===== config.mk =====
export PLATFORM = sky130hd
export DESIGN_NAME = pac_config_port
export DESIGN_NICKNAME = d
export VERILOG_FILES = /design/src/pac_pkg.sv /design/src/pac_config_port.sv
export SDC_FILE = /design/constraint.sdc
export NUM_CORES = 1
export LEC_CHECK = 0
export ABC_AREA = 1
export BUFFER_PORTS_ARGS = -buffer_cell sky130_fd_sc_hd__buf_2
export CORE_ASPECT_RATIO = 1.75
export CORE_UTILIZATION = 55
export CTS_CLUSTER_SIZE = 20
export DETAILED_ROUTE_END_ITERATION = 6
export GPL_TIMING_DRIVEN = 0
export PLACE_DENSITY = 0.71
export SLEW_MARGIN = 20
export SYNTH_ARGS = -nofsm -noshare
export SYNTH_HDL_FRONTEND = slang
export SYNTH_SLANG_ARGS = --single-unit

===== constraint.sdc =====
create_clock -name ref_clk -period 4.11 [get_ports ref_clk]
set_input_delay 0.822 -clock ref_clk [delete_from_list [all_inputs] [get_ports ref_clk]]
set_output_delay 0.822 -clock ref_clk [all_outputs]
set_load 0.01 [all_outputs]

===== src/pac_pkg.sv =====
package pac_pkg;

  // ==========================================================
  // Clock and timing
  localparam int CLK_PERIOD_NS  = 50;
  localparam int POR_MIN_MS     = 12;
  localparam int POR_CYC        =
    (POR_MIN_MS * 1000000 + CLK_PERIOD_NS - 1) / CLK_PERIOD_NS;
  localparam int RESTART_MAX_NS = 800;
  localparam int RESTART_CYC    = RESTART_MAX_NS / CLK_PERIOD_NS;
  localparam int STATUS_MIN_US  = 10;
  localparam int STATUS_CYC     =
    (STATUS_MIN_US * 1000 + CLK_PERIOD_NS - 1) / CLK_PERIOD_NS;
  localparam int INIT_MIN_US    = 20;
  localparam int INIT_CYC       =
    (INIT_MIN_US * 1000 + CLK_PERIOD_NS - 1) / CLK_PERIOD_NS;
  localparam int CD2CU_MIN_NS   = 40;
  localparam int CD2CU_CYC      =
    (CD2CU_MIN_NS + CLK_PERIOD_NS - 1) / CLK_PERIOD_NS;
  localparam int USER_CLK_EDGES = 299;
  localparam int BUSY_MAX_NS    = 45;
  localparam int BUSY_CYC       = (BUSY_MAX_NS / CLK_PERIOD_NS < 1) ? 1 :
                                  BUSY_MAX_NS / CLK_PERIOD_NS;

  // ==========================================================
  // Widths, fields, values
  localparam int DATA_W      = 8;
  localparam int FIFO_DEPTH  = 8;
  localparam int CNT_W       = 20;
  localparam int LEN_W       = 16;
  localparam int EDGE_W      = 9;
  localparam int BUSY_W      = 4;
  localparam int STATUS_BIT  = 7;
  localparam logic [7:0] HEADER_BYTE = 8'h5a;

  typedef enum logic [2:0] {
    ST_POR,
    ST_RESET,
    ST_ERROR,
    ST_WAIT_REL,
    ST_CONFIG,
    ST_DONE,
    ST_INIT,
    ST_USER
  } pac_state_e;

endpackage


===== src/pac_config_port.sv =====
`timescale 1ns/10ps
// Functional notes
// - ready_busy_n driven high outside own configuration until user mode.
// - all eight data pins stay high impedance outside own configuration.
// - only the enabled configuring device drives status on data bit 7.
// - any error pulls shared error line low and halts the whole chain.
// - initialization starts only when the shared completion line is high.
// - auto-restart releases error line within 100 us after an error.
// - identical devices with chain enable low accept one stream together.
// - restart falling pulls completion and error low within 800 ns.
// - error line released within 100 us after restart rises.
// - error line held low for 10 to 100 us after every restart.
// - write strobe rise makes ready_busy_n low briefly while byte absorbed.
// - status on bit 7 follows read strobe; host keeps 15 ns spacing.
// - data bit 7 is input for writes, output while read strobe low.
// - internal start-up reaches user mode 20 to 40 us after completion.
// - user start-up clock: wait 40 ns, then 299 of its cycles.
// - error line held low through the 12 to 100 ms power-on delay.
// - completion kept low from power-up until the next-to-last byte is in.
// - configuration pins become user I/O after configuration.
// - finished device drives chain_enable_out_n low to enable next one.
// - completion rises one byte before the last byte is sent.

// ============================================================
// Byte FIFO between the pin capture and the configuration sink
module pac_fifo #(
  parameter int WIDTH = 8,
  parameter int DEPTH = 8
) (
  input  wire logic             ref_clk,
  input  wire logic             sys_rst,
  input  wire logic             inValid,
  output logic                  inReady,
  input  wire logic [WIDTH-1:0] inData,
  output logic                  outValid,
  input  wire logic             outReady,
  output logic      [WIDTH-1:0] outData
);
  localparam int AW = (DEPTH > 1) ? $clog2(DEPTH) : 1;

  logic [WIDTH-1:0] mem [DEPTH];
  logic [AW-1:0]    wrPtr;
  logic [AW-1:0]    rdPtr;
  logic [AW:0]      count;
  logic             doWrite;
  logic             doRead;

  // Full and empty come straight from the occupancy count
  assign inReady  = (count != (AW+1)'(DEPTH));
  assign outValid = (count != '0);
  assign outData  = mem[rdPtr];
  assign doWrite  = inValid && inReady;
  assign doRead   = outValid && outReady;

  // Pointers wrap at DEPTH so non-power-of-two depths also work
  always_ff @(posedge ref_clk)
  begin
    if (sys_rst)
    begin
      wrPtr <= '0;
      rdPtr <= '0;
      count <= '0;
    end
    else
    begin
      if (doWrite)
      begin
        mem[wrPtr] <= inData;
        wrPtr <= (wrPtr == AW'(DEPTH - 1)) ? '0 : wrPtr + 1'b1;
      end
      if (doRead)
        rdPtr <= (rdPtr == AW'(DEPTH - 1)) ? '0 : rdPtr + 1'b1;
      if (doWrite && !doRead)
        count <= count + 1'b1;
      else if (!doWrite && doRead)
        count <= count - 1'b1;
    end
  end
endmodule

// ============================================================
// Device side of the byte-wide passive configuration port
module pac_config_port
  import pac_pkg::*;
#(
  parameter int POR_CYCLES = POR_CYC
) (
  input  wire logic              ref_clk,
  input  wire logic              sys_rst,
  input  wire logic              cfgRestartN,
  input  wire logic              cfgErrorNIn,
  output logic                   cfgErrorNOut,
  output logic                   cfgErrorNOe,
  input  wire logic              cfgCompleteIn,
  output logic                   cfgCompleteOut,
  output logic                   cfgCompleteOe,
  input  wire logic              chipSelLow,
  input  wire logic              chipSelHigh,
  input  wire logic              writeStrobeN,
  input  wire logic              readStrobeN,
  input  wire logic              chainEnableInN,
  output logic                   chainEnableOutN,
  output logic                   readyBusyN,
  output logic                   readyBusyOe,
  input  wire logic [DATA_W-1:0] dataIn,
  output logic      [DATA_W-1:0] dataOut,
  output logic      [DATA_W-1:0] dataOe,
  input  wire logic              userStartupClock,
  input  wire logic              userClkEn,
  input  wire logic              autoRestartEn,
  input  wire logic [LEN_W-1:0]  cfgLength,
  output logic                   userMode,
  output logic      [DATA_W-1:0] userIoIn,
  output logic      [DATA_W-1:0] cfgByte,
  output logic                   cfgByteValid,
  input  wire logic              cfgByteReady
);

  typedef struct packed {
    logic rstS1, rstS2, errS1, errS2, cmpS1, cmpS2;
    logic wsS1, wsS2, wsS3, rsS1, rsS2, ceS1, ceS2;
    logic cslS1, cslS2, cshS1, cshS2, ucS1, ucS2, ucS3;
    logic [DATA_W-1:0] dataS1;
    logic [DATA_W-1:0] dataS2;
    pac_state_e        state;
    logic [CNT_W-1:0]  cnt;
    logic [LEN_W-1:0]  byteCnt;
    logic [EDGE_W-1:0] ucCnt;
    logic [BUSY_W-1:0] busyCnt;
    logic              pushValid;
    logic [DATA_W-1:0] pushData;
    logic              errOe, cmpOe, chainOutN, rdyN, rdyOe, user;
    logic [DATA_W-1:0] dOut;
    logic [DATA_W-1:0] dOe;
    logic [DATA_W-1:0] uIo;
  } pac_regs_s;

  pac_regs_s stReg;
  pac_regs_s stNext;
  logic      fifoInReady;
  logic      wsRise;
  logic      selected;

  // ==========================================================
  // Byte buffer; a full buffer keeps the port busy
  pac_fifo #(
    .WIDTH (DATA_W),
    .DEPTH (FIFO_DEPTH)
  ) u_fifo (
    .ref_clk  (ref_clk),
    .sys_rst  (sys_rst),
    .inValid  (stReg.pushValid),
    .inReady  (fifoInReady),
    .inData   (stReg.pushData),
    .outValid (cfgByteValid),
    .outReady (cfgByteReady),
    .outData  (cfgByte)
  );

  // Strobe edge uses second- and third-stage samples, selection second-stage only
  assign wsRise   = stReg.wsS2 && !stReg.wsS3;
  assign selected = !stReg.cslS2 && stReg.cshS2 && !stReg.ceS2;

  // ==========================================================
  // Next-state logic
  always_comb
  begin
    stNext = stReg;
    // Two-flop synchronisers for every pin
    stNext.rstS1  = cfgRestartN;
    stNext.rstS2  = stReg.rstS1;
    stNext.errS1  = cfgErrorNIn;
    stNext.errS2  = stReg.errS1;
    stNext.cmpS1  = cfgCompleteIn;
    stNext.cmpS2  = stReg.cmpS1;
    stNext.wsS1   = writeStrobeN;
    stNext.wsS2   = stReg.wsS1;
    stNext.wsS3   = stReg.wsS2;
    stNext.rsS1   = readStrobeN;
    stNext.rsS2   = stReg.rsS1;
    stNext.ceS1   = chainEnableInN;
    stNext.ceS2   = stReg.ceS1;
    stNext.cslS1  = chipSelLow;
    stNext.cslS2  = stReg.cslS1;
    stNext.cshS1  = chipSelHigh;
    stNext.cshS2  = stReg.cshS1;
    stNext.ucS1   = userStartupClock;
    stNext.ucS2   = stReg.ucS1;
    stNext.ucS3   = stReg.ucS2;
    stNext.dataS1 = dataIn;
    stNext.dataS2 = stReg.dataS1;
    stNext.pushValid = 1'b0;
    if (stReg.cnt != '1)
      stNext.cnt = stReg.cnt + 1'b1; // Saturates, never wraps
    if (stReg.busyCnt != '0)
      stNext.busyCnt = stReg.busyCnt - 1'b1;

    case (stReg.state)
      ST_POR:
      begin
        if (stReg.cnt >= CNT_W'(POR_CYCLES - 1))
          stNext.state = ST_WAIT_REL;
      end
      ST_RESET:
      begin
        if (stReg.cnt >= CNT_W'(STATUS_CYC - 1))
          stNext.state = ST_WAIT_REL;
      end
      ST_ERROR:
      begin
        // Without auto-restart only a restart pulse leaves here
        if (autoRestartEn && stReg.cnt >= CNT_W'(STATUS_CYC - 1))
          stNext.state = ST_WAIT_REL;
      end
      ST_WAIT_REL:
      begin
        if (stReg.errS2)
        begin
          stNext.state   = ST_CONFIG;
          stNext.byteCnt = '0;
        end
      end
      ST_CONFIG:
      begin
        if (!stReg.errS2)
        begin
          stNext.state = ST_ERROR;
          stNext.cnt   = '0;
        end
        else if (stReg.byteCnt == cfgLength)
          stNext.state = ST_DONE; // After the last byte's busy cycle
        else if (wsRise && selected && stReg.busyCnt == '0 &&
                 fifoInReady && !stReg.pushValid)
        begin
          if (stReg.byteCnt == '0 && stReg.dataS2 != HEADER_BYTE)
          begin
            stNext.state = ST_ERROR;
            stNext.cnt   = '0;
          end
          else
          begin
            stNext.pushValid = 1'b1;
            stNext.pushData  = stReg.dataS2;
            stNext.byteCnt   = stReg.byteCnt + 1'b1;
            stNext.busyCnt   = BUSY_W'(BUSY_CYC);
          end
        end
      end
      ST_DONE:
      begin
        if (!stReg.errS2)
        begin
          stNext.state = ST_ERROR;
          stNext.cnt   = '0;
        end
        else if (stReg.cmpS2)
        begin
          stNext.state = ST_INIT;
          stNext.cnt   = '0;
          stNext.ucCnt = '0;
        end
      end
      ST_INIT:
      begin
        if (userClkEn)
        begin
          // User clock edges count only after the enable delay
          if (stReg.cnt >= CNT_W'(CD2CU_CYC) && stReg.ucS2 && !stReg.ucS3)
            stNext.ucCnt = stReg.ucCnt + 1'b1;
          if (stReg.ucCnt >= EDGE_W'(USER_CLK_EDGES))
            stNext.state = ST_USER;
        end
        else if (stReg.cnt >= CNT_W'(INIT_CYC - 1))
          stNext.state = ST_USER;
      end
      ST_USER:
      begin
        stNext.state = ST_USER;
      end
      default:
      begin
        stNext.state = ST_POR;
      end
    endcase

    // Restart overrides everything but power-on; timing runs from rise
    if (!stReg.rstS2 && stReg.state != ST_POR)
    begin
      stNext.state   = ST_RESET;
      stNext.cnt     = '0;
      stNext.busyCnt = '0;
    end

    // Pin drives follow the next state so they change with it
    stNext.errOe = stNext.state inside {ST_POR, ST_RESET, ST_ERROR};
    stNext.cmpOe = (stNext.state inside {ST_POR, ST_RESET, ST_ERROR,
                    ST_WAIT_REL}) ||
                   (stNext.state == ST_CONFIG &&
                    stNext.byteCnt + 1'b1 < cfgLength);
    stNext.chainOutN = !(stNext.state inside {ST_DONE, ST_INIT, ST_USER});
    stNext.rdyOe = (stNext.state != ST_USER);
    stNext.rdyN  = !(stNext.state == ST_CONFIG && !stReg.ceS2 &&
                     (stNext.busyCnt != '0 || !fifoInReady));
    stNext.user  = (stNext.state == ST_USER);
    stNext.dOe   = '0;
    stNext.dOut  = '0;
    if (stNext.state == ST_CONFIG && !stReg.rsS2 && !stReg.ceS2)
    begin
      stNext.dOe[STATUS_BIT]  = 1'b1;
      stNext.dOut[STATUS_BIT] = stNext.rdyN;
    end
    stNext.uIo = (stNext.state == ST_USER) ? stReg.dataS2 : '0;
  end

  // ==========================================================
  // State register; idle-high strobes reset high to avoid false edges
  always_ff @(posedge ref_clk)
  begin
    if (sys_rst)
    begin
      stReg           <= '0;
      stReg.state     <= ST_POR;
      stReg.rstS1     <= 1'b1;
      stReg.rstS2     <= 1'b1;
      stReg.wsS1      <= 1'b1;
      stReg.wsS2      <= 1'b1;
      stReg.wsS3      <= 1'b1;
      stReg.rsS1      <= 1'b1;
      stReg.rsS2      <= 1'b1;
      stReg.ceS1      <= 1'b1;
      stReg.ceS2      <= 1'b1;
      stReg.errOe     <= 1'b1;
      stReg.cmpOe     <= 1'b1;
      stReg.chainOutN <= 1'b1;
      stReg.rdyN      <= 1'b1;
      stReg.rdyOe     <= 1'b1;
    end
    else
      stReg <= stNext;
  end

  // Open-drain lines only ever pull low
  assign cfgErrorNOut    = 1'b0;
  assign cfgCompleteOut  = 1'b0;
  assign cfgErrorNOe     = stReg.errOe;
  assign cfgCompleteOe   = stReg.cmpOe;
  assign chainEnableOutN = stReg.chainOutN;
  assign readyBusyN      = stReg.rdyN;
  assign readyBusyOe     = stReg.rdyOe;
  assign dataOut         = stReg.dOut;
  assign dataOe          = stReg.dOe;
  assign userMode        = stReg.user;
  assign userIoIn        = stReg.uIo;

  // ==========================================================
  // Checks
  localparam int RST_WIN = RESTART_CYC;
  logic [CNT_W-1:0] errLowCnt;

  // Counts how long this device has been pulling the error line
  always_ff @(posedge ref_clk)
  begin
    if (sys_rst || !stReg.errOe)
      errLowCnt <= '0;
    else if (errLowCnt != '1)
      errLowCnt <= errLowCnt + 1'b1;
  end
endmodule


==> results.toml <==
[run_status]
status = "finished, final reports clean"

[clock_tree]
cts_root_buffer = "clkbuf_16"
clockBufferDepth = 2
cts_made_buffers = 17
cts_num_sinks = 190
h-tree-depth = 4
clock_latency_ps = 430
cts_tree = "done"
clk_pin_slew_ps = 70
hold_buffers = 0

[layout]
layout_common_cells = "nor2_1, nand2_1, inv_1"
syn_to_final_growth_pct = 13.2
final_cells = 1548
final_common_cell = "nor2_1"
finalNetCount = 1378
insertedDiodeCount = 0
drive_above_1_share = 0.142
utilization = 0.634

[timing]
max_freq_mhz = 264
min_period_ps = 3790
hold_violations = 0
drv_slew = 0
finClkSkew_ps = 8.94
rsz0062_at_grt = "false"
fin_crit_sh = 0.921
slew-limit-headroom = 0.443
max_slew.worst_pin.slew_ps = 832
setup-violations-final = 0

[die]
chipHeight_um = 175
die_area_mm2 = 0.0177
num_rows = 63
start_util = 0.560
fp.dieW_um = 101
ios = 79
core_mm2 = 0.0169

[power]
pwr-share-comb = 0.211
p_per_area_mw_per_mm2 = 438
p_sw_frac = 0.304
p_switching_w = 0.00142
p_leak_nw = 4.72
ir_worst_vdd_mv = 0.266
clkPwrFrac = 0.346
seqPwrFrac = 0.443
power.internal_w = 0.00326

[logic_synthesis]
synth_flop_cell = "dfxtp_1"
synth_top_family_by_area = "simple AND/OR/NAND/NOR gates"
yosysWarnings = 0
yosys.area_share.adder = 0.0432
synth-compound-area-share = 0.0915
synth-seq-cells = 190
synthMuxAreaShare = 0
synth_enable_flop_cells = 64
syn_avg_cell_area_um2 = 7.80
seq_area_frac_synth = 0.470
synthCells = 1211
synthSimpleGateAreaFrac = 0.269
synth_cell_type_count = 52
synthXorXnorAreaFrac = 0.0195
postSynth.asyncResetShare = 0
synth.cell_area_mm2 = 0.00945

[place]
dp.cells = 1515
gp_congestion = 0.970
numPortBuffers = 62
post-dp-hpwl_mm = 17.3

[critical_path]
critPathRequiredTime_ps = 4430
arrival_ps = 4110
cp_max_fo = 6
crit_type = "flop to flop"
cp-start-kind = "flop"
endpoint_kind = "flop"

[grt]
grt_antenna_before_repair = 0
grt_use_total = 0.263
grt_first_pass_wirelength_mm = 35.2
globalRouteMet2Util = 0.522
overflow = 0
gr-usage-met3 = 0.0342
grt_max_degree = 18
grt_pass1_vias = 7408
grt_busiest_layer = "met2"
grtUsageMet1 = 0.248

[detailed_routing]
routedWlPerCell_um = 14.5
firstDrtPassIters = 5
route.detailed.drc = 0
vias = 7907
antenna_left = 0
drt_wl_total_mm = 22.5
via_per_inst = 5.11
drtIter0Drc = 351

[hold_path]
hp-class = "flop to flop"

[run]
maxCapViolCount = 0
-- sequential cells by signal, indices dropped and copies added (netlist names), named ones only --
| register | cells |
|---|---|
| u_fifo.mem | 64 |
| stNext | 19 |
| userMode | 1 |
| chainEnableOutN | 1 |
| dataOut | 1 |
| stReg | 78 |
| cfgErrorNOe | 1 |
| u_fifo.rdPtr | 3 |
| cfgCompleteOe | 1 |
| dataOe | 1 |
| u_fifo.wrPtr | 3 |
| u_fifo.count | 4 |
| userIoIn | 8 |
| readyBusyN | 1 |
| readyBusyOe | 1 |
-- synth_stat cells (3+ instances only) --
cell      count  area (µm²)
a211oi_1     12        90.1
a21oi_1      39         195
a31oi_1      12        75.1
buf_1         3        11.3
buf_2         7        35.0
buf_4        26         195
clkbuf_1     18        67.6
dfxtp_1     126        2520
edfxtp_1     64        1920
ha_1         31         388
inv_1       163         612
inv_2        19        71.3
nand2_1     209         785
nand2_2       6        37.5
nand2_4       5        56.3
nand3_1      61         305
nand4_1      14        87.6
nor2_1      218         818
nor2_2        7        43.8
nor2_4        4        45.0
nor3_1       30         150
nor4_1        6        37.5
o21ai_0      57         285
o21ai_1       4        20.0
o21ai_2       3        26.3
o22ai_1       8        50.1
or2_2         8        50.1
xnor2_1       3        26.3
xor2_1       18         158
-- metal layers --
| layer | vias to the layer above | part of all wire |
|---|---|---|
| met1 | 3618 | 0.36 |
| met4 | 0 | 0.046 |
| met3 | 55 | 0.032 |
| met5 | - | 0 |
| li1 | 4055 | - |
| met2 | 179 | 0.56 |
-- area by class of cell --
| type | count | area (µm²) |
|---|---|---|
| Buffer | 55 | 320 |
| Clock buffer | 19 | 433 |
| Clock inverter | 13 | 139 |
| Fill cell | 1592 | 6170 |
| Inverter | 183 | 687 |
| Multi-Input combinational cell | 798 | 4070 |
| Sequential cell | 190 | 4440 |
| Tap cell | 227 | 284 |
| Timing Repair Buffer | 63 | 318 |
-- critical path, cell delays in order, from the launching register on --
cell      delay (ps)
dfxtp_1          310
inv_1            110
ha_1             170
nand2_2           70
nor2_4           130
inv_2             90
nor2_4           130
nand2_4           90
nor2_8           160
nand4_1          220
nand2_1          150
nand2_1           90
inv_2             60
ha_1             130
inv_1             60
nor2_2           130
nand2_1          110
inv_2            110
nand2_2           80
nor2_2            90
xor2_1            80
ha_1             270
nand2_1           70
o21a_1           190
o211ai_1         360
nor2_1            90
nand2_1           80
nand2_1           50
-- cells by family after synthesis --
logic type,after synthesis
flip-flops,190
AND/OR/NAND/NOR,580
XOR/XNOR,21
other,1
buffers and inverters,238
AO/OA/AOI/OAI,149
adder cells (fa/ha/maj),32
-- per-stage QoR --
stage                     hold slack, ps  area (µm²)  worst slack (ps)  power [W]  TNS [ps]
after floorplan                      388        9510               834    0.00277         0
after global placement               391       10100              -188    0.00307      -188
after detailed placement             396       10100              -192    0.00310      -192
after CTS                            406       10700               174    0.00470         0
after global routing                 420       10700              4.95    0.00490         0
final                                404       10700               324    0.00469         0
-- power groups by stage --
stage / Clock (W) / Sequential, W / Combinational (W)
global route: 0.00171 / 0.00209 / 0.00110
global placement: 0 / 0.00211 / 0.000954
finish: 0.00162 / 0.00208 / 0.000990
detailed placement: 0 / 0.00212 / 0.000978
CTS: 0.00164 / 0.00208 / 0.000987
floorplan: 0 / 0.00210 / 0.000672
-- path summary, 6_finish.rpt --
check        cells after the start             to  slack, ps        from
max                             27  cfgCompleteOe        320   stReg[39]
min                              2      stReg[97]        400  stNext[97]
max reg2reg                     27  cfgCompleteOe        320   stReg[39]
min reg2reg                      2      stReg[97]        400  stNext[97]
-- timing repair --
| item | 4_1_cts | 5_1_grt |
|---|---|---|
| endpoints found under the setup margin | 0 | 1 |
| gates resized for setup | 0 | 4 |
| setup buffers | 0 | 1 |
No activity file was read; power rests on OpenSTA's default activity.
